### config.mk
export PLATFORM = sky130hd
export DESIGN_NAME = rpd_decoder
export DESIGN_NICKNAME = d
export VERILOG_FILES = /design/src/rpd_decoder.v /design/src/rx_edge_capture.v /design/src/seq_select.v
export VERILOG_INCLUDE_DIRS = /design/src
export SDC_FILE = /design/constraint.sdc
export NUM_CORES = 1
export LEC_CHECK = 0
export ABC_AREA = 1
export CAP_MARGIN = 15
export CELL_PAD_IN_SITES_DETAIL_PLACEMENT = 1
export CELL_PAD_IN_SITES_GLOBAL_PLACEMENT = 2
export CORE_ASPECT_RATIO = 1.2
export CORE_UTILIZATION = 39
export DETAILED_ROUTE_END_ITERATION = 10
export DONT_BUFFER_PORTS = 1
export PLACE_DENSITY = 0.84
export SETUP_SLACK_MARGIN = 0.1
export SYNTH_ARGS = -nofsm -noshare
export SYNTH_HDL_FRONTEND = slang
export SYNTH_SLANG_ARGS = --single-unit
export TNS_END_PERCENT = 30
### constraint.sdc
create_clock -name clock -period 2.6 [get_ports clock]
set_input_delay 0.52 -clock clock [delete_from_list [all_inputs] [get_ports clock]]
set_output_delay 0.52 -clock clock [all_outputs]
set_load 0.02 [all_outputs]
### src/rpd_map.vh
/*
 * field layout of the eight-byte receive object, register offsets and
 * reset values for the receive process data decoder.
 * assumes it is included by bare name from the design files.
 */
`ifndef RPD_MAP_VH
`define RPD_MAP_VH

// ==========================================================
// receive object fields
`define OBJ_INPUTS      7:0
`define OBJ_START       8
`define OBJ_CPOS        9
`define OBJ_CNEG        10
`define OBJ_HOME        11
`define OBJ_ABORT       12
`define OBJ_CURR        13
`define OBJ_FREE        14
`define OBJ_CMD         29:16
`define OBJ_COMMAND_TRIGGER        30
`define OBJ_DATA        63:32
`define SEQ_NUM         6:0
`define SEQ_MAX         7'h63

// ==========================================================
// register offsets
`define ADDR_CTRL       8'h00
`define ADDR_ASSIGN     8'h04
`define ADDR_STATUS     8'h08
`define ADDR_CMDCODE    8'h0c
`define ADDR_CMDDATA    8'h10
`define ADDR_RXCOUNT    8'h14

// ==========================================================
// register fields and reset values
`define CTRL_STARTACT   0
`define CTRL_HOMETYPE   3:1
`define CTRL_RESET      4'h0
`define ASSIGN_RESET    8'h00
`define STAT_BYTE0      7:0
`define STAT_BYTE1      15:8
`define STAT_RANGEERR   16
`define STAT_CURRENT    17
`define STAT_BRAKE      18

// ==========================================================
// bus responses
`define RESP_OKAY       2'b00
`define RESP_SLVERR     2'b10

`endif

### src/rpd_decoder.v
/*
 * receive process data decoder: turns each received eight-byte object
 * into motion, sequence, current and command requests, with an
 * AXI4-Lite register slave for configuration and status.
 * assumes rxObject/rxValid come from fieldbus logic on the same clock,
 * rxValid high for one cycle per received object.
 */
`timescale 1ns/1ps
`include "rpd_map.vh"

module rpd_decoder #(
	parameter HOME_W = 3
) (
	// clock and reset
	input  wire              clock,
	input  wire              rst_n,
	// received object
	input  wire [63:0]       rxObject,
	input  wire              rxValid,
	// axi4-lite write
	input  wire [7:0]        s_axi_awaddr,
	input  wire              s_axi_awvalid,
	output wire              s_axi_awready,
	input  wire [31:0]       s_axi_wdata,
	input  wire [3:0]        s_axi_wstrb,
	input  wire              s_axi_wvalid,
	output wire              s_axi_wready,
	output wire [1:0]        s_axi_bresp,
	output wire              s_axi_bvalid,
	input  wire              s_axi_bready,
	// axi4-lite read
	input  wire [7:0]        s_axi_araddr,
	input  wire              s_axi_arvalid,
	output wire              s_axi_arready,
	output wire [31:0]       s_axi_rdata,
	output wire [1:0]        s_axi_rresp,
	output wire              s_axi_rvalid,
	input  wire              s_axi_rready,
	// inputs to the controller
	output wire [7:0]        generalIn,
	output wire [7:0]        systemIn,
	// sequence control
	output wire              seqStart,
	output wire [6:0]        seqNumber,
	output wire              seqAbort,
	// motion control
	output wire              motionStop,
	output wire              contMovePositive,
	output wire              contMoveNegative,
	output wire              homeSeekNegative,
	output wire [HOME_W-1:0] homeTypeSetting,
	output wire              motorCurrentEnable,
	output wire              brakeRelease,
	// command handshake
	output wire              commandExecute,
	output wire [13:0]       commandCode,
	output wire [31:0]       commandData
);

	// ==========================================================
	// helpers
	function [31:0] mergeBytes;
		input [31:0] oldVal;
		input [31:0] newVal;
		input [3:0]  strb;
		integer k;
		begin
			for (k = 0; k < 4; k = k + 1) begin
				mergeBytes[k*8 +: 8] = strb[k] ? newVal[k*8 +: 8] : oldVal[k*8 +: 8];
			end
		end
	endfunction

	// ==========================================================
	// state
	reg              awready_r, wready_r, bvalid_r, awHeld_r, wHeld_r, arready_r, rvalid_r;
	reg              rangeErr_r, seqStart_r, seqAbort_r, motionStop_r, contPos_r, contNeg_r;
	reg              homeSeek_r, current_r, brake_r, cmdExec_r;
	reg [1:0]        bresp_r, rresp_r;
	reg [7:0]        awAddr_r, assign_r, generalIn_r, systemIn_r;
	reg [31:0]       wData_r, rdata_r, cmdData_r;
	reg [3:0]        wStrb_r, ctrl_r;
	reg [15:0]       rxCount_r, lastCtl_r;
	reg [6:0]        seqNumber_r;
	reg [HOME_W-1:0] homeType_r;
	reg [13:0]       cmdCode_r;

	wire [7:0]  curIn, generalNxt, systemNxt;
	wire [6:0]  seqNum;
	wire [1:0]  rise;
	wire        seqOk, startBit, abortBit, cposBit, cnegBit, startAct, doWrite, clrErr, setErr;
	// lanes merge at full word width; the registers keep only their low bits
	wire [31:0] ctrlMerged   = mergeBytes({28'h0000000, ctrl_r}, wData_r, wStrb_r);
	wire [31:0] assignMerged = mergeBytes({24'h000000, assign_r}, wData_r, wStrb_r);
	reg  [31:0] rdMux;
	reg         rdHit;

	// ==========================================================
	// decode of the received object
	assign startBit = rxObject[`OBJ_START];
	assign abortBit = rxObject[`OBJ_ABORT];
	assign cposBit  = rxObject[`OBJ_CPOS];
	assign cnegBit  = rxObject[`OBJ_CNEG];
	assign startAct = ctrl_r[`CTRL_STARTACT];

	// between receptions the held inputs are re-split, so a new mask acts at once
	assign curIn = rxValid ? rxObject[`OBJ_INPUTS] : lastCtl_r[`STAT_BYTE0];

	seq_select u_seq (
		.remoteIn   (curIn),
		.assignMask (assign_r),
		.generalIn  (generalNxt),
		.systemIn   (systemNxt),
		.seqNumber  (seqNum),
		.seqInRange (seqOk)
	);

	rx_edge_capture #(
		.W (2)
	) u_edge (
		.clock  (clock),
		.rst_n  (rst_n),
		.sample (rxValid),
		.bits   ({rxObject[`OBJ_COMMAND_TRIGGER], startBit}),
		.rise   (rise)
	);

	// out-of-range numbers are dropped and flagged instead of started
	assign setErr = rise[0] & ~abortBit & ~seqOk;

	// ==========================================================
	// request generation
	always @(posedge clock or negedge rst_n) begin
		if (!rst_n) begin
			generalIn_r  <= 8'h00;
			systemIn_r   <= 8'h00;
			seqStart_r   <= 1'b0;
			seqNumber_r  <= 7'h00;
			seqAbort_r   <= 1'b0;
			motionStop_r <= 1'b0;
			contPos_r    <= 1'b0;
			contNeg_r    <= 1'b0;
			homeSeek_r   <= 1'b0;
			homeType_r   <= {HOME_W{1'b0}};
			current_r    <= 1'b0;
			brake_r      <= 1'b0;
			cmdExec_r    <= 1'b0;
			cmdCode_r    <= 14'h0000;
			cmdData_r    <= 32'h00000000;
			lastCtl_r    <= 16'h0000;
			rxCount_r    <= 16'h0000;
		end else begin
			generalIn_r <= generalNxt;
			systemIn_r  <= systemNxt;
			homeType_r  <= ctrl_r[`CTRL_HOMETYPE];
			// abort outranks any start carried in the same object
			seqStart_r   <= rise[0] & ~abortBit & seqOk;
			seqAbort_r   <= rxValid & (abortBit | (startAct & ~startBit));
			motionStop_r <= rxValid & abortBit;
			// opposite directions in one object cancel each other
			contPos_r    <= rxValid & cposBit & ~cnegBit & ~abortBit;
			contNeg_r    <= rxValid & cnegBit & ~cposBit & ~abortBit;
			homeSeek_r   <= rxValid & rxObject[`OBJ_HOME] & ~abortBit;
			cmdExec_r    <= rise[1];
			if (rise[0]) begin
				seqNumber_r <= seqNum;
			end
			if (rise[1]) begin
				cmdCode_r <= rxObject[`OBJ_CMD];
				cmdData_r <= rxObject[`OBJ_DATA];
			end
			if (rxValid) begin
				current_r <= rxObject[`OBJ_CURR] & ~rxObject[`OBJ_FREE];
				brake_r   <= rxObject[`OBJ_FREE];
				lastCtl_r <= rxObject[15:0];
				rxCount_r <= rxCount_r + 16'h0001;
			end
		end
	end

	// ==========================================================
	// axi4-lite write channel
	assign doWrite = awHeld_r & wHeld_r & ~bvalid_r;
	assign clrErr  = doWrite & (awAddr_r == `ADDR_STATUS) & wStrb_r[2] & wData_r[`STAT_RANGEERR];

	always @(posedge clock or negedge rst_n) begin
		if (!rst_n) begin
			awready_r <= 1'b1;
			wready_r  <= 1'b1;
			awHeld_r  <= 1'b0;
			wHeld_r   <= 1'b0;
			awAddr_r  <= 8'h00;
			wData_r   <= 32'h00000000;
			wStrb_r   <= 4'h0;
			bvalid_r  <= 1'b0;
			bresp_r   <= `RESP_OKAY;
			ctrl_r    <= `CTRL_RESET;
			assign_r  <= `ASSIGN_RESET;
		end else begin
			if (s_axi_awvalid && awready_r) begin
				awready_r <= 1'b0;
				awHeld_r  <= 1'b1;
				awAddr_r  <= s_axi_awaddr;
			end
			if (s_axi_wvalid && wready_r) begin
				wready_r <= 1'b0;
				wHeld_r  <= 1'b1;
				wData_r  <= s_axi_wdata;
				wStrb_r  <= s_axi_wstrb;
			end
			if (doWrite) begin
				awHeld_r <= 1'b0;
				wHeld_r  <= 1'b0;
				bvalid_r <= 1'b1;
				bresp_r  <= `RESP_OKAY;
				case (awAddr_r)
					`ADDR_CTRL:   ctrl_r   <= ctrlMerged[3:0];
					`ADDR_ASSIGN: assign_r <= assignMerged[7:0];
					`ADDR_STATUS, `ADDR_CMDCODE, `ADDR_CMDDATA, `ADDR_RXCOUNT: bresp_r <= `RESP_OKAY;
					default:      bresp_r  <= `RESP_SLVERR;
				endcase
			end
			if (bvalid_r && s_axi_bready) begin
				bvalid_r  <= 1'b0;
				awready_r <= 1'b1;
				wready_r  <= 1'b1;
			end
		end
	end

	// sticky flag: a new error in the clearing cycle survives
	always @(posedge clock or negedge rst_n) begin
		if (!rst_n) begin
			rangeErr_r <= 1'b0;
		end else begin
			rangeErr_r <= setErr | (rangeErr_r & ~clrErr);
		end
	end

	// ==========================================================
	// axi4-lite read channel
	always @* begin
		rdMux = 32'h00000000;
		rdHit = 1'b1;
		case (s_axi_araddr)
			`ADDR_CTRL:    rdMux[3:0]  = ctrl_r;
			`ADDR_ASSIGN:  rdMux[7:0]  = assign_r;
			`ADDR_STATUS: begin
				rdMux[15:0]           = lastCtl_r;
				rdMux[`STAT_RANGEERR] = rangeErr_r;
				rdMux[`STAT_CURRENT]  = current_r;
				rdMux[`STAT_BRAKE]    = brake_r;
			end
			`ADDR_CMDCODE: rdMux[13:0] = cmdCode_r;
			`ADDR_CMDDATA: rdMux       = cmdData_r;
			`ADDR_RXCOUNT: rdMux[15:0] = rxCount_r;
			default:       rdHit       = 1'b0;
		endcase
	end

	always @(posedge clock or negedge rst_n) begin
		if (!rst_n) begin
			arready_r <= 1'b1;
			rvalid_r  <= 1'b0;
			rresp_r   <= `RESP_OKAY;
			rdata_r   <= 32'h00000000;
		end else begin
			if (s_axi_arvalid && arready_r) begin
				arready_r <= 1'b0;
				rvalid_r  <= 1'b1;
				rdata_r   <= rdMux;
				rresp_r   <= rdHit ? `RESP_OKAY : `RESP_SLVERR;
			end else if (rvalid_r && s_axi_rready) begin
				rvalid_r  <= 1'b0;
				arready_r <= 1'b1;
			end
		end
	end

	// ==========================================================
	// outputs
	assign s_axi_awready      = awready_r;
	assign s_axi_wready       = wready_r;
	assign s_axi_bresp        = bresp_r;
	assign s_axi_bvalid       = bvalid_r;
	assign s_axi_arready      = arready_r;
	assign s_axi_rdata        = rdata_r;
	assign s_axi_rresp        = rresp_r;
	assign s_axi_rvalid       = rvalid_r;
	assign generalIn          = generalIn_r;
	assign systemIn           = systemIn_r;
	assign seqStart           = seqStart_r;
	assign seqNumber          = seqNumber_r;
	assign seqAbort           = seqAbort_r;
	assign motionStop         = motionStop_r;
	assign contMovePositive   = contPos_r;
	assign contMoveNegative   = contNeg_r;
	assign homeSeekNegative   = homeSeek_r;
	assign homeTypeSetting    = homeType_r;
	assign motorCurrentEnable = current_r;
	assign brakeRelease       = brake_r;
	assign commandExecute     = cmdExec_r;
	assign commandCode        = cmdCode_r;
	assign commandData        = cmdData_r;

endmodule // rpd_decoder

### src/rx_edge_capture.v
/*
 * remembers selected bits of the last received object and flags
 * 0-to-1 changes against the new one.
 * assumes sample is a one-cycle strobe on the same clock.
 */
`timescale 1ns/1ps

module rx_edge_capture #(
	parameter W = 2
) (
	// clock and reset
	input  wire         clock,
	input  wire         rst_n,
	// reception
	input  wire         sample,
	input  wire [W-1:0] bits,
	// result, valid while sample is high
	output wire [W-1:0] rise
);

	reg [W-1:0] prev_r;

	// ==========================================================
	// previous object, updated only on a reception
	always @(posedge clock or negedge rst_n) begin
		if (!rst_n) begin
			prev_r <= {W{1'b0}};
		end else if (sample) begin
			prev_r <= bits;
		end
	end

	genvar i;
	generate
		for (i = 0; i < W; i = i + 1) begin : g_rise
			assign rise[i] = sample & bits[i] & ~prev_r[i];
		end
	endgenerate

endmodule // rx_edge_capture

### src/seq_select.v
/*
 * splits the remote inputs into general and system inputs and forms
 * the sequence number from the first seven general inputs.
 * assumes a purely combinational use by the decoder.
 */
`timescale 1ns/1ps
`include "rpd_map.vh"

module seq_select (
	// remote inputs and assignment
	input  wire [7:0] remoteIn,
	input  wire [7:0] assignMask,
	// results
	output wire [7:0] generalIn,
	output wire [7:0] systemIn,
	output wire [6:0] seqNumber,
	output wire       seqInRange
);

	// ==========================================================
	// assigned inputs feed their system function only
	assign systemIn   = remoteIn & assignMask;
	assign generalIn  = remoteIn & ~assignMask;

	// number comes from general inputs one to seven
	assign seqNumber  = generalIn[`SEQ_NUM];
	assign seqInRange = (seqNumber <= `SEQ_MAX);

endmodule // seq_select

* Yosys cells after proc, flatten, opt, wreduce, memory -nomap -nowiden
Cells that the tools add are included.
Storage, ports and cells: output and inout port bits 122, input port bits 124, register bits 199, logic and storage cells 127
Cells by class: magnitude comparators 1, bitwise operators 40, add/subtract/negate cells 1, reductions and logical operators 17, eq/ne operators 10, muxes and demuxes 24
Operators with widths (number):
- 8-bit by 4-bit equality test with 1-bit output (second input constant) | 4
- 8-bit by 5-bit equality test with 1-bit output (second input constant) | 4
- 1-bit bitwise AND | 25
- 4-bit one-hot mux with 6 select lines | 1
- 6-bit one-hot mux with 4 select lines | 1
- 4-bit one-hot mux with 5 select lines | 1
- 16-bit by 1-bit adder with 16-bit output (second input constant) | 1
- 8-bit bitwise AND | 2
- 8-bit by 3-bit equality test with 1-bit output (second input constant) | 2
- 8-bit logical NOT | 2
- 1-bit two-way mux | 15
- 13-bit two-way mux | 1
- 2-bit nonzero test | 6
- 6-bit OR reduction | 2
- 1-bit NOT | 10
- 8-bit two-way mux | 1
- 8-bit NOT | 1
- 7-bit <= comparator (second input constant) | 1
- 2-bit one-hot mux with 3 select lines | 1
- 3-bit one-hot mux with 2 select lines | 1
- 3-bit AND reduction | 2
- 1-bit logical AND | 5
- 2-bit two-way mux | 2
- 1-bit OR | 2

* Longest topological paths before layout
Gate-level depths: netlist (run 1).
depth in word-level cells 8, mapped depth 9, depth with buffers taken out 9

* Cells and area by module
From an unflattened synthesis (run 1), not the netlist that was laid out.
Second synthesis, totals: cell total of the unflattened synthesis 858, area total of the unflattened synthesis 7978.9 sq um
Modules (own cells, without submodules):
- rpd_decoder | cells each 800, instances 1, area each 7683.6 sq um, sequential area each 4633.2 sq um
- seq_select | cells each 47, instances 1, area each 206.4 sq um, sequential area each 0.0 sq um
- rx_edge_capture | cells each 11, instances 1, area each 88.8 sq um, sequential area each 50.0 sq um

* Worst setup path before layout (run 1)
No wires, ideal clock.
kind input-to-reg, from input rxValid, to register seqNumber_r[2], in the netlist seqNumber[2], stages 5, setup slack 1102 ps, required time 2475 ps, arrival 1373 ps, library setup time 125 ps, path buffers 2, cell sequence buf_6 > nand2_1 > nor2_1 > buf_2 > mux2_2
Between the ends: cells in the longest elaborated chain, start to end 2, elaborated cells on any way between the ends 4, those cells by class mux (1); bitwise (3)
RTL lines:
- start: declaration | line rpd_decoder.v:19 | input wire rxValid,
- 8-bit two-way mux / 1-bit bitwise AND (equally long branches) | line rpd_decoder.v:107, rx_edge_capture.v:36
- 8-bit bitwise AND / 1-bit bitwise AND (equally long branches) | line seq_select.v:23, rx_edge_capture.v:36
- end signal: assignment | line rpd_decoder.v:166 | seqNumber_r <= seqNum;
- end: declaration | line rpd_decoder.v:84 | reg [6:0] seqNumber_r;
Parallel ways exist; a longest one is shown, timed or not. A chain may end at the register's enable or synchronous reset.

* Final worst setup path (run 1)
from register bvalid_r, in the netlist s_axi_bvalid, to register assign_r[5]
Between the ends: cells in the longest elaborated chain, start to end 3
RTL lines:
- start: declaration | line rpd_decoder.v:76 | reg awready_r, wready_r, bvalid_r, awHeld_r, wHeld_r, arready_r, rvalid_r;
- start signal: assignment | line rpd_decoder.v:195 | bvalid_r <= 1'b0;
- start signal: assignment | line rpd_decoder.v:214 | bvalid_r <= 1'b1;
- start signal: assignment | line rpd_decoder.v:224 | bvalid_r <= 1'b0;
- 1-bit NOT | line rpd_decoder.v:183 | assign doWrite = awHeld_r & wHeld_r & ~bvalid_r;
- 1-bit bitwise AND | line rpd_decoder.v:183
- 3-bit AND reduction (no line)
- end signal: assignment | line rpd_decoder.v:198 | assign_r <= `ASSIGN_RESET;
- end signal: assignment | line rpd_decoder.v:218 | `ADDR_ASSIGN: assign_r <= assignMerged[7:0];
- end: declaration | line rpd_decoder.v:80 | reg [7:0] awAddr_r, assign_r, generalIn_r, systemIn_r;
No other way between the ends.

==> results.txt, run 1 <==
synthesis-stage register bit count = 186
GRT met2 Usage = 35.9%
DIE HEIGHT = 157 um
CTS root buffer = clkbuf_16
hpwl dp = 15.0 mm
via count = 5890
CP dominant cell by count = nand2_1
met1 Use GR = 28.0%
routed wire length = 21.6 mm
total congestion overflow = 0
placed insts = 1129
net switching power = 2.85 mW
Synth Area in Simple Gates = 26.4%
first-pass GRT wire length = 34.6 mm
largest net degree at the start of global routing = 187
CP delay by family, top = simple AND/OR/NAND/NOR gates
Async SR Flop Fraction = 100%
# clock sinks = 186
RSZ-0062 raised after global routing = false
synthesized area per cell = 8.74 um^2
period utilization = 66.5%
CP cell instances = inv_1 > nand3_2 > nor4_2 > nand2_1 > nand2_1 > o21ai_0
Synth Warn # = 0
leak pwr = 4.28 nW
number of synthesized flops with an enable pin = 0
commonest cells after routing, fill and taps aside = 328 x nand2_1, 183 x dfrtp_1, 74 x nand3_1, 70 x inv_1, 66 x o21ai_0
diode count = 0
Worst-path clk slew = 0.07 ns
crit path from = s_axi_bvalid
I/O Pins = 246
routability cong. = 0.775
core area = 0.0196 mm^2
First DRT Iteration DRCs = 290
Max clock buf depth = 2
Final Hold Viols = 184
sequential share of the synthesized area = 59.5%
TritonCTS clock tree = done
Resized Gates After CTS = 0
Cell variety after synth = 35
Clk pwr share = 33.3%
Inserted Clock Buffers = 17
FILL cells = 2347
initial core utilization = 39.9%
hold slack = -0.228 ns
Syn-to-layout area delta = 10.3%
met3 usage = 7.05%
DRT Pass-1 Iters = 5
Flop pwr share = 54.2%
sw frac = 34.2%
Int Power = 5.47 mW
minimum clock period = 1.73 ns
All-Layer GR Usage = 22.0%
die area = 0.0207 mm^2
Worst-Skew Late Latency = 0.44 ns
CP arrival = 2.02 ns
Synth Area in XOR/XNOR = 1.34%
status = finished, violations left
layout cells sized above 1 = 8.00%
Post-Layout Cell Count = 1161
slowest CP cell = dfrtp_1
mux share of post-synthesis cell area = 0.431%
largest family of logic cells by synthesized area = simple AND/OR/NAND/NOR gates
max incr delay on CP = 0.47 ns
Nets = 1012
synthesized-area fraction occupied by adder cells = 0.160%
die span in x = 131 um
max-slew violations = 0
# Max-Cap Violations = 0
Worst Max-Slew Pin Slew = 0.823 ns
leading cell type in the layout, fill and taps excluded = nand2_1
Comb power frac = 12.5%
drt via density = 5.07
Worst setup EP type = flop
Total Power = 8.31 mW
initial antenna violation count = 0
setup TNS = 0 ns
# setup viols final = 0
CTS H-tree lvls = 4
Mapped Area = 0.00783 mm^2
Crit Path Max Fanout = 16
vias in the first global route = 6244
Max IR drop VDD = 0.442 mV
Top FF cell, synth = dfrtp_1
Critical Path RT = 2.89 ns
final setup skew = 0.00917 ns
RR Startpoint = s_axi_bvalid
Critical Path Start Type = flop
drt drc = 0
Post-CTS Setup Bufs = 0
cell area power density = 962 mW/mm^2
Crit Path Class = reg -> reg
DRT antenna net count = 0
violated checks = hold timing
GRT busiest layer = met2
Bufs and invs on worst path = 1
fin util = 44.0%
row cnt = 56
slew margin rel. = 45.1%
Wirelength per Cell = 18.6 um
Compound-Gate Fraction of Synth Area = 6.05%
fmax = 0.578 GHz
cells after synthesis = 896
worst hold-check path type = in -> async
port buffer count = 0
==> cell type report <==
type	count	area [um^2]	share of cell area (%)
clock inverters	14	179	2.07
well taps	261	327	3.78
multi-input cells	600	2700	31.3
repair buffers	7	52.6	0.608
inverters	75	282	3.26
clock buffers	18	439	5.08
flip-flops and latches	186	4660	53.9
==> stage by stage <==
| stage | setup slack (ns) | area, um^2 |
|---|---|---|
| final | 0.870 | 8640 |
| after global routing | 0.619 | 8640 |
| after CTS | 0.825 | 8640 |
| after detailed placement | 0.399 | 8020 |
| after global placement | 0.422 | 8020 |
| after floorplan | 1.10 | 7840 |
==> worst reg2reg max path, cell delays in order (launching register included) <==
cell	delay, ns
dfrtp_1	0.47
inv_1	0.12
nand3_2	0.13
nor4_2	0.21
nand2_1	0.38
nand2_1	0.16
o21ai_0	0.11
==> kinds of logic after synthesis <==
family | Yosys count
AOI/OAI and AO/OA | 91
xor gates and xnor gates | 12
adders and majority gates | 1
buffers and inverters | 111
DFF | 186
muxes | 3
other | 1
and+or+nand+nor | 491
==> final timing paths <==
path                                       to  slack, ns  cells past startpoint
min reg2reg                homeTypeSetting[2]       0.43                      0
max in group asynchronous       s_axi_awready       2.51                      0
max                               assign_r[5]       0.87                      6
max reg2reg                       assign_r[5]       0.87                      6
min                           commandData[12]      -0.23                      0
min in group clock           homeSeekNegative       0.14                      1
==> Yosys cell counts, drive strengths merged (2+ instances only) <==
cell type / n / area, um^2
dfstp: 3 / 78.8
or2: 3 / 18.8
nor4: 2 / 18.8
o21ai: 72 / 372
a21oi: 16 / 80.1
buf: 23 / 148
clkbuf: 13 / 48.8
and2: 2 / 12.5
xor2: 10 / 87.6
nor3: 9 / 50.1
nand2: 331 / 1250
nand3: 77 / 415
inv: 75 / 282
dfrtp: 183 / 4580
nor2: 63 / 277
xnor2: 2 / 17.5
mux2: 3 / 33.8
nand4: 4 / 25.0
==> registers in the layout, indices dropped and copies added (netlist names), 2 cells and up <==
register,flops
wStrb_r,2
generalIn,8
assign_r,8
seqNumber,7
commandData,32
rxCount_r,16
homeTypeSetting,3
wData_r,9
systemIn,8
s_axi_rdata,32
awAddr_r,8
lastCtl_r,16
ctrl_r,4
commandCode,14
==> power groups by stage <==
stage | combinational [mW] | sequential [mW] | clock (mW)
after floorplan | 0.842 | 4.37 | 0
after global placement | 1.01 | 4.55 | 0
after detailed placement | 1.07 | 4.56 | 0
after CTS | 1.07 | 4.52 | 2.84
after global routing | 1.24 | 4.59 | 2.94
final | 1.04 | 4.50 | 2.76
==> metal layers <==
metal / vias up / wire length (um)
met4: 0 / 248
met1: 2892 / 9380
met2: 173 / 10400
li1: 2806 / -
met5: - / 0
met3: 19 / 1570
Note: power is estimated with default switching activity, not from simulation.
==> inputs of run 2 (changes only) <==
--- a/config.mk
+++ b/config.mk
@@ -11,10 +11,10 @@
 export CELL_PAD_IN_SITES_DETAIL_PLACEMENT = 1
 export CELL_PAD_IN_SITES_GLOBAL_PLACEMENT = 2
 export CORE_ASPECT_RATIO = 1.2
-export CORE_UTILIZATION = 39
+export CORE_UTILIZATION = 36
 export DETAILED_ROUTE_END_ITERATION = 10
 export DONT_BUFFER_PORTS = 1
-export PLACE_DENSITY = 0.84
+export PLACE_DENSITY = 0.78
 export SETUP_SLACK_MARGIN = 0.1
 export SYNTH_ARGS = -nofsm -noshare
 export SYNTH_HDL_FRONTEND = slang
==> constraint.sdc (replaced) <==
create_clock -name clock -period 1.6 [get_ports clock]
set_input_delay 0.32 -clock clock [delete_from_list [all_inputs] [get_ports clock]]
set_output_delay 0.32 -clock clock [all_outputs]
set_load 0.02 [all_outputs]
==> run 2 against run 1 <==
Against the previous run: the flow still finishes with violations (hold timing); combinational power rose by 93%; via count rose by 4.0%; utilization rose by 0.26 points; sequential cell count did not move; clock power rose by 64%; total power rose by 66%; worst hold slack got worse by 0.19 ns; first-iteration DRC count fell by 23%; register-to-register slack got worse by 0.69 ns; setup slack got worse by 0.69 ns; design area rose by 8.3%; critical path depth rose by 1; largest power group unchanged.
==> results.txt, run 2 (same netlist as run 1, synthesis figures left out) <==
Worst Max-Slew Pin Slew = 0.817 ns (-0.00618 ns)
DIE HEIGHT = 164 um (+4.0%)
# Max-Cap Violations = 0 (unchanged)
# clock sinks = 186 (unchanged)
CP delay by family, top = simple AND/OR/NAND/NOR gates
layout cells sized above 1 = 9.29% (+1.3 points)
First DRT Iteration DRCs = 223 (-23%)
DRT Pass-1 Iters = 4 (-1)
CP arrival = 1.73 ns (-0.29 ns)
routability cong. = 0.750 (-3.2%)
largest net degree at the start of global routing = 187 (unchanged)
Critical Path Start Type = flop
hold slack = -0.417 ns (-0.189 ns)
Crit Path Class = reg -> reg
setup TNS = 0 ns (unchanged)
met1 wire length = 9.94 mm (+6.0%)
violated checks = hold timing
hpwl dp = 15.6 mm (+4.1%)
minimum clock period = 1.42 ns (-0.308 ns)
Bufs and invs on worst path = 1 (unchanged)
routed wl met3 = 1.56 mm (-0.76%)
placed insts = 1156 (+2.4%)
Post-Layout Cell Count = 1239 (+6.7%)
diode count = 0 (unchanged)
Wirelength per Cell = 18.5 um (-0.63%)
met2 WL post-DR = 11.1 mm (+6.7%)
die area = 0.0224 mm^2 (+8.2%)
CTS H-tree lvls = 4 (unchanged)
initial antenna violation count = 0 (unchanged)
I/O Pins = 246 (unchanged)
total congestion overflow = 0 (unchanged)
max incr delay on CP = 0.36 ns (-0.11 ns)
Nets = 1081 (+6.8%)
cell area power density = 1480 mW/mm^2 (+54%)
via count = 6126 (+4.0%)
slew margin rel. = 45.5% (+0.41 points)
DR top layer = met4
core area = 0.0211 mm^2 (+7.6%)
leading cell type in the layout, fill and taps excluded = nand2_1
routed wire length = 22.9 mm (+6.0%)
Critical Path RT = 1.91 ns (-0.98 ns)
die span in x = 137 um (+4.0%)
TritonCTS clock tree = done
r2r setup slk = 0.18 ns (-0.69 ns)
Syn-to-layout area delta = 19.4%
# setup viols final = 0 (unchanged)
initial core utilization = 37.1% (-2.8 points)
RSZ-0062 raised after global routing = true
max-slew violations = 0 (unchanged)
final setup skew = 0.00984 ns (+0.000671 ns)
commonest cells after routing, fill and taps aside = 327 x nand2_1, 183 x dfrtp_1, 74 x nand3_1, 70 x inv_1, 66 x o21ai_0
port buffer count = 0 (unchanged)
row cnt = 58 (+3.6%)
Max clock buf depth = 2 (unchanged)
Worst setup EP type = flop
All-Layer GR Usage = 21.6% (-0.39 points)
Final Hold Viols = 186 (+1.1%)
CP cell instances = ha_2 > nand3_4 > nor2_2 > nand2_1 > nor2_1 > xor2_1 > inv_1
drt drc = 0 (unchanged)
CTS root buffer = clkbuf_16
fmax = 0.703 GHz (+22%)
first-pass GRT wire length = 36.4 mm (+5.3%)
Max IR drop VDD = 0.713 mV (+61%)
Inserted Clock Buffers = 17 (unchanged)
slowest CP cell = dfrtp_1
period utilization = 88.9% (+22 points)
Crit Path Max Fanout = 3 (-13)
drt via density = 4.94 (-2.5%)
status = finished, violations left
Worst-Skew Late Latency = 0.43 ns (about the same)
vias in the first global route = 6731 (+7.8%)
leak pwr = 4.59 nW (+7.3%)
Worst-path clk slew = 0.07 ns (about the same)
DRT antenna net count = 0 (unchanged)
worst hold-check path type = in -> async
==> run 2: worst paths after layout <==
path | startpoint | endpoint | depth (start not counted)
setup / recovery | rxCount_r[0] | rxCount_r[14] | 7
hold / removal | rst_n | generalIn[0] | 0
setup reg to reg | rxCount_r[0] | rxCount_r[14] | 7
hold reg to reg | ctrl_r[3] | homeTypeSetting[2] | 0
max in group asynchronous | rst_n | s_axi_arready | 0
min in group clock | rxObject[15] | lastCtl_r[15] | 2
==> run 2: report_power, final <==
group / leakage, nW / total [mW] / internal, mW / switching, mW
combinational: 1.97 / 2.01 / 0.806 / 1.20
clock: 0.296 / 4.54 / 2.65 / 1.90
sequential: 2.33 / 7.27 / 5.73 / 1.54
==> run 2: repair_timing <==
action,4_1_cts,5_1_grt
hold endpoints to repair,238,187
buffers inserted,0,1
setup endpoints to repair,1,5
gates resized for setup,1,1
hold buffers,49,1
gates cloned,0,0
==> run 2: layout make-up <==
cell class | count | area, um^2
clock buffers | 20 | 437
inverters | 75 | 282
multi-input cells | 600 | 2710
flip-flops and latches | 186 | 4660
well taps | 270 | 338
fillers | 2471 | 11800
clock inverters | 12 | 188
repair buffers | 76 | 746
==> run 2: per-layer routing <==
| layer | vias to the layer above | track usage [%] |
|---|---|---|
| met5 | - | 0 |
| met4 | 0 | 5.91 |
| met3 | 17 | 5.96 |
| met2 | 172 | 36.1 |
| met1 | 3003 | 27.3 |
| li1 | 2934 | - |
==> run 2: worst register-to-register path: stages, from the launching register on <==
cell,delay [ns]
dfrtp_1,0.36
ha_2,0.23
nand3_4,0.09
nor2_2,0.16
nand2_1,0.10
nor2_1,0.13
xor2_1,0.18
inv_1,0.06
==> run 2: stage by stage <==
stage | worst slack [ns] | hold WS, ns | power [mW] | util, % | instance area (um^2)
6_report | 0.178 | -0.417 | 13.8 | 44.3 | 9350
5_1_grt | 0.0417 | -0.443 | 14.6 | 44.3 | 9350
4_1_cts | 0.102 | -0.441 | 14.0 | 44.2 | 9330
3_5_place_dp | 0.100 | 0.0308 | 9.28 | 38.9 | 8220
3_3_place_gp | 0.0922 | 0.0304 | 9.17 | 38.9 | 8220
2_1_floorplan | 0.212 | 0.0244 | 8.46 | - | 7840
==> inputs of run 3 (changes only) <==
--- a/config.mk
+++ b/config.mk
@@ -15,6 +15,7 @@
 export DETAILED_ROUTE_END_ITERATION = 10
 export DONT_BUFFER_PORTS = 1
 export PLACE_DENSITY = 0.78
+export RECOVER_POWER = 100
 export SETUP_SLACK_MARGIN = 0.1
 export SYNTH_ARGS = -nofsm -noshare
 export SYNTH_HDL_FRONTEND = slang
==> run 3 against run 2 <==
Against the previous run: sequential power hardly changed; register-to-register slack got worse by 0.02 ns; the flow still finishes with violations (hold timing); worst hold slack lost 0.0016 ns; global-route usage did not move; clock skew about the same; utilization shrank 0.19 points; maximum frequency decreased by 1.9%; count of clock-buffer cells in the layout unchanged; via count is essentially flat; critical path depth fell by 6; total power down 0.34%.
==> results.txt, run 3 (same netlist as run 1, synthesis figures left out) <==
All-Layer GR Usage = 21.6% (unchanged)
port buffer count = 0 (unchanged)
RSZ-0062 raised after global routing = true
Worst Max-Slew Pin Slew = 0.810 ns (-0.00715 ns)
hold slack = -0.418 ns (-0.00165 ns)
# clock sinks = 186 (unchanged)
DIE HEIGHT = 164 um (unchanged)
initial core utilization = 37.1% (unchanged)
die span in x = 137 um (unchanged)
# Max-Cap Violations = 0 (unchanged)
worst hold-check path type = in -> async
Max clock buf depth = 2 (unchanged)
total congestion overflow = 0 (unchanged)
CTS H-tree lvls = 4 (unchanged)
initial antenna violation count = 0 (unchanged)
register area = 0.00466 mm^2 (unchanged)
core area = 0.0211 mm^2 (unchanged)
Total Power = 13.8 mW (-0.34%)
DRT Pass-1 Iters = 4 (unchanged)
minimum clock period = 1.45 ns (+0.0269 ns)
multi-input logic area = 0.00269 mm^2 (-0.74%)
Crit Path Max Fanout = 2 (-1)
Worst-Skew Late Latency = 0.43 ns (about the same)
Max IR drop VDD = 0.712 mV (about the same)
# setup viols final = 0 (unchanged)
max-slew violations = 0 (unchanged)
cell area power density = 1480 mW/mm^2 (about the same)
routed wl met3 = 1.50 mm (-3.7%)
largest net degree at the start of global routing = 187 (unchanged)
met1 wire length = 10.0 mm (+0.77%)
drt drc = 0 (unchanged)
final setup skew = 0.00982 ns (-0.0000268 ns)
setup TNS = 0 ns (unchanged)
CP arrival = 1.13 ns (-0.60 ns)
routed wire length = 22.9 mm (about the same)
die area = 0.0224 mm^2 (unchanged)
Final Hold Viols = 186 (unchanged)
Worst-path clk slew = 0.07 ns (about the same)
fmax = 0.690 GHz (-1.9%)
Bufs and invs on worst path = 1 (unchanged)
DR top layer = met4
TritonCTS clock tree = done
CP cell instances = clkbuf_2
met2 WL post-DR = 11.0 mm (-0.19%)
slowest CP cell = dfstp_2
RR Startpoint = rxCount_r[0]
layout cells sized above 1 = 8.36% (-0.93 points)
placed insts = 1156 (unchanged)
Critical Path Start Type = flop
I/O Pins = 246 (unchanged)
row cnt = 58 (unchanged)
CP delay by family, top = flip-flops
max incr delay on CP = 0.53 ns (+0.17 ns)
via count = 6127 (+0.016%)
Nets = 1081 (unchanged)
period utilization = 90.6% (+1.7 points)
slew margin rel. = 45.9% (+0.48 points)
Crit Path Class = reg -> out
violated checks = hold timing
vias in the first global route = 6731 (unchanged)
Syn-to-layout area delta = 18.9%
routability cong. = 0.750 (unchanged)
first-pass GRT wire length = 36.4 mm (unchanged)
r2r setup slk = 0.16 ns (-0.02 ns)
Critical Path RT = 1.28 ns (-0.63 ns)
Worst setup EP type = output pin
FF-to-FF End = rxCount_r[13]
FILL cells = 2476 (+0.20%)
hpwl dp = 15.6 mm (unchanged)
DRT antenna net count = 0 (unchanged)
CTS root buffer = clkbuf_16
drt via density = 4.95 (about the same)
First DRT Iteration DRCs = 222 (-0.45%)
status = finished, violations left
leading cell type in the layout, fill and taps excluded = nand2_1
diode count = 0 (unchanged)
Worst R2R Path Depth = 8 (+1)
commonest cells after routing, fill and taps aside = 329 x nand2_1, 183 x dfrtp_1, 74 x nand3_1, 71 x inv_1, 68 x o21ai_0
Post-Layout Cell Count = 1239 (unchanged)
leak pwr = 4.58 nW (-0.34%)
Inserted Clock Buffers = 17 (unchanged)
Wirelength per Cell = 18.5 um (about the same)
==> run 3: changes by cell type in the layout (fill, tap and decap cells not counted), moves of 2 or more <==
cell	before	now
nand2_2	4	2
o21ai_2	3	1
nand2_1	327	329
buf_4	22	15
clkbuf_2	0	4
o21ai_0	66	68
clkbuf_1	3	5
==> run 3: worst max path at each step <==
stage / slack, ns / startpoint / to / cells after the start
floorplan: 0.21 / s_axi_arready / s_axi_rdata[21] / 5
global placement: 0.09 / s_axi_araddr[1] / s_axi_rdata[0] / 8
detailed placement: 0.10 / s_axi_araddr[1] / s_axi_rdata[3] / 8
CTS: 0.10 / rxCount_r[0] / rxCount_r[14] / 7
global route: 0.04 / awAddr_r[6] / assign_r[4] / 8
finish: 0.15 / s_axi_arready / s_axi_arready / 1
==> run 3: timing repair <==
action                                  4_1_cts  5_1_grt
endpoints found under the setup margin        1        5
hold buffers                                 49        1
endpoints found under the hold margin       238      187
buffers inserted                              0        1
gates resized for setup                       1        1
==> run 3: stage by stage <==
step	area [um^2]	setup slack [ns]	util, %
after floorplan	7840	0.212	-
after global placement	8220	0.0922	38.9
after detailed placement	8220	0.100	38.9
after CTS	9330	0.102	44.2
after global routing	9310	0.0353	44.1
final	9310	0.151	44.1
==> run 3: routing by layer <==
layer	track usage [%]	up-vias
li1	-	2936
met1	27.3	3011
met2	36.1	165
met3	5.96	15
met4	5.91	0
met5	0	-
==> run 3: layout make-up <==
cell class	instances	share of cell area (%)
Inverter	75	3.02
Clock inverter	12	2.02
Timing Repair Buffer	76	7.79
Multi-Input combinational cell	600	28.8
Sequential cell	186	50.0
Tap cell	270	3.63
Clock buffer	20	4.69
==> run 3: worst reg2reg max path: cells and delay by family, from the launching register on <==
family	cells	cell delay, ns
flops	1	0.36
buf+inv	1	0.17
simple gates	6	0.69
compound gates	1	0.12
==> run 3: report_power, final <==
group          internal (mW)  switching (mW)  leakage (nW)
combinational          0.767            1.20          1.95
sequential              5.73            1.53          2.33
clock                   2.65            1.90         0.296
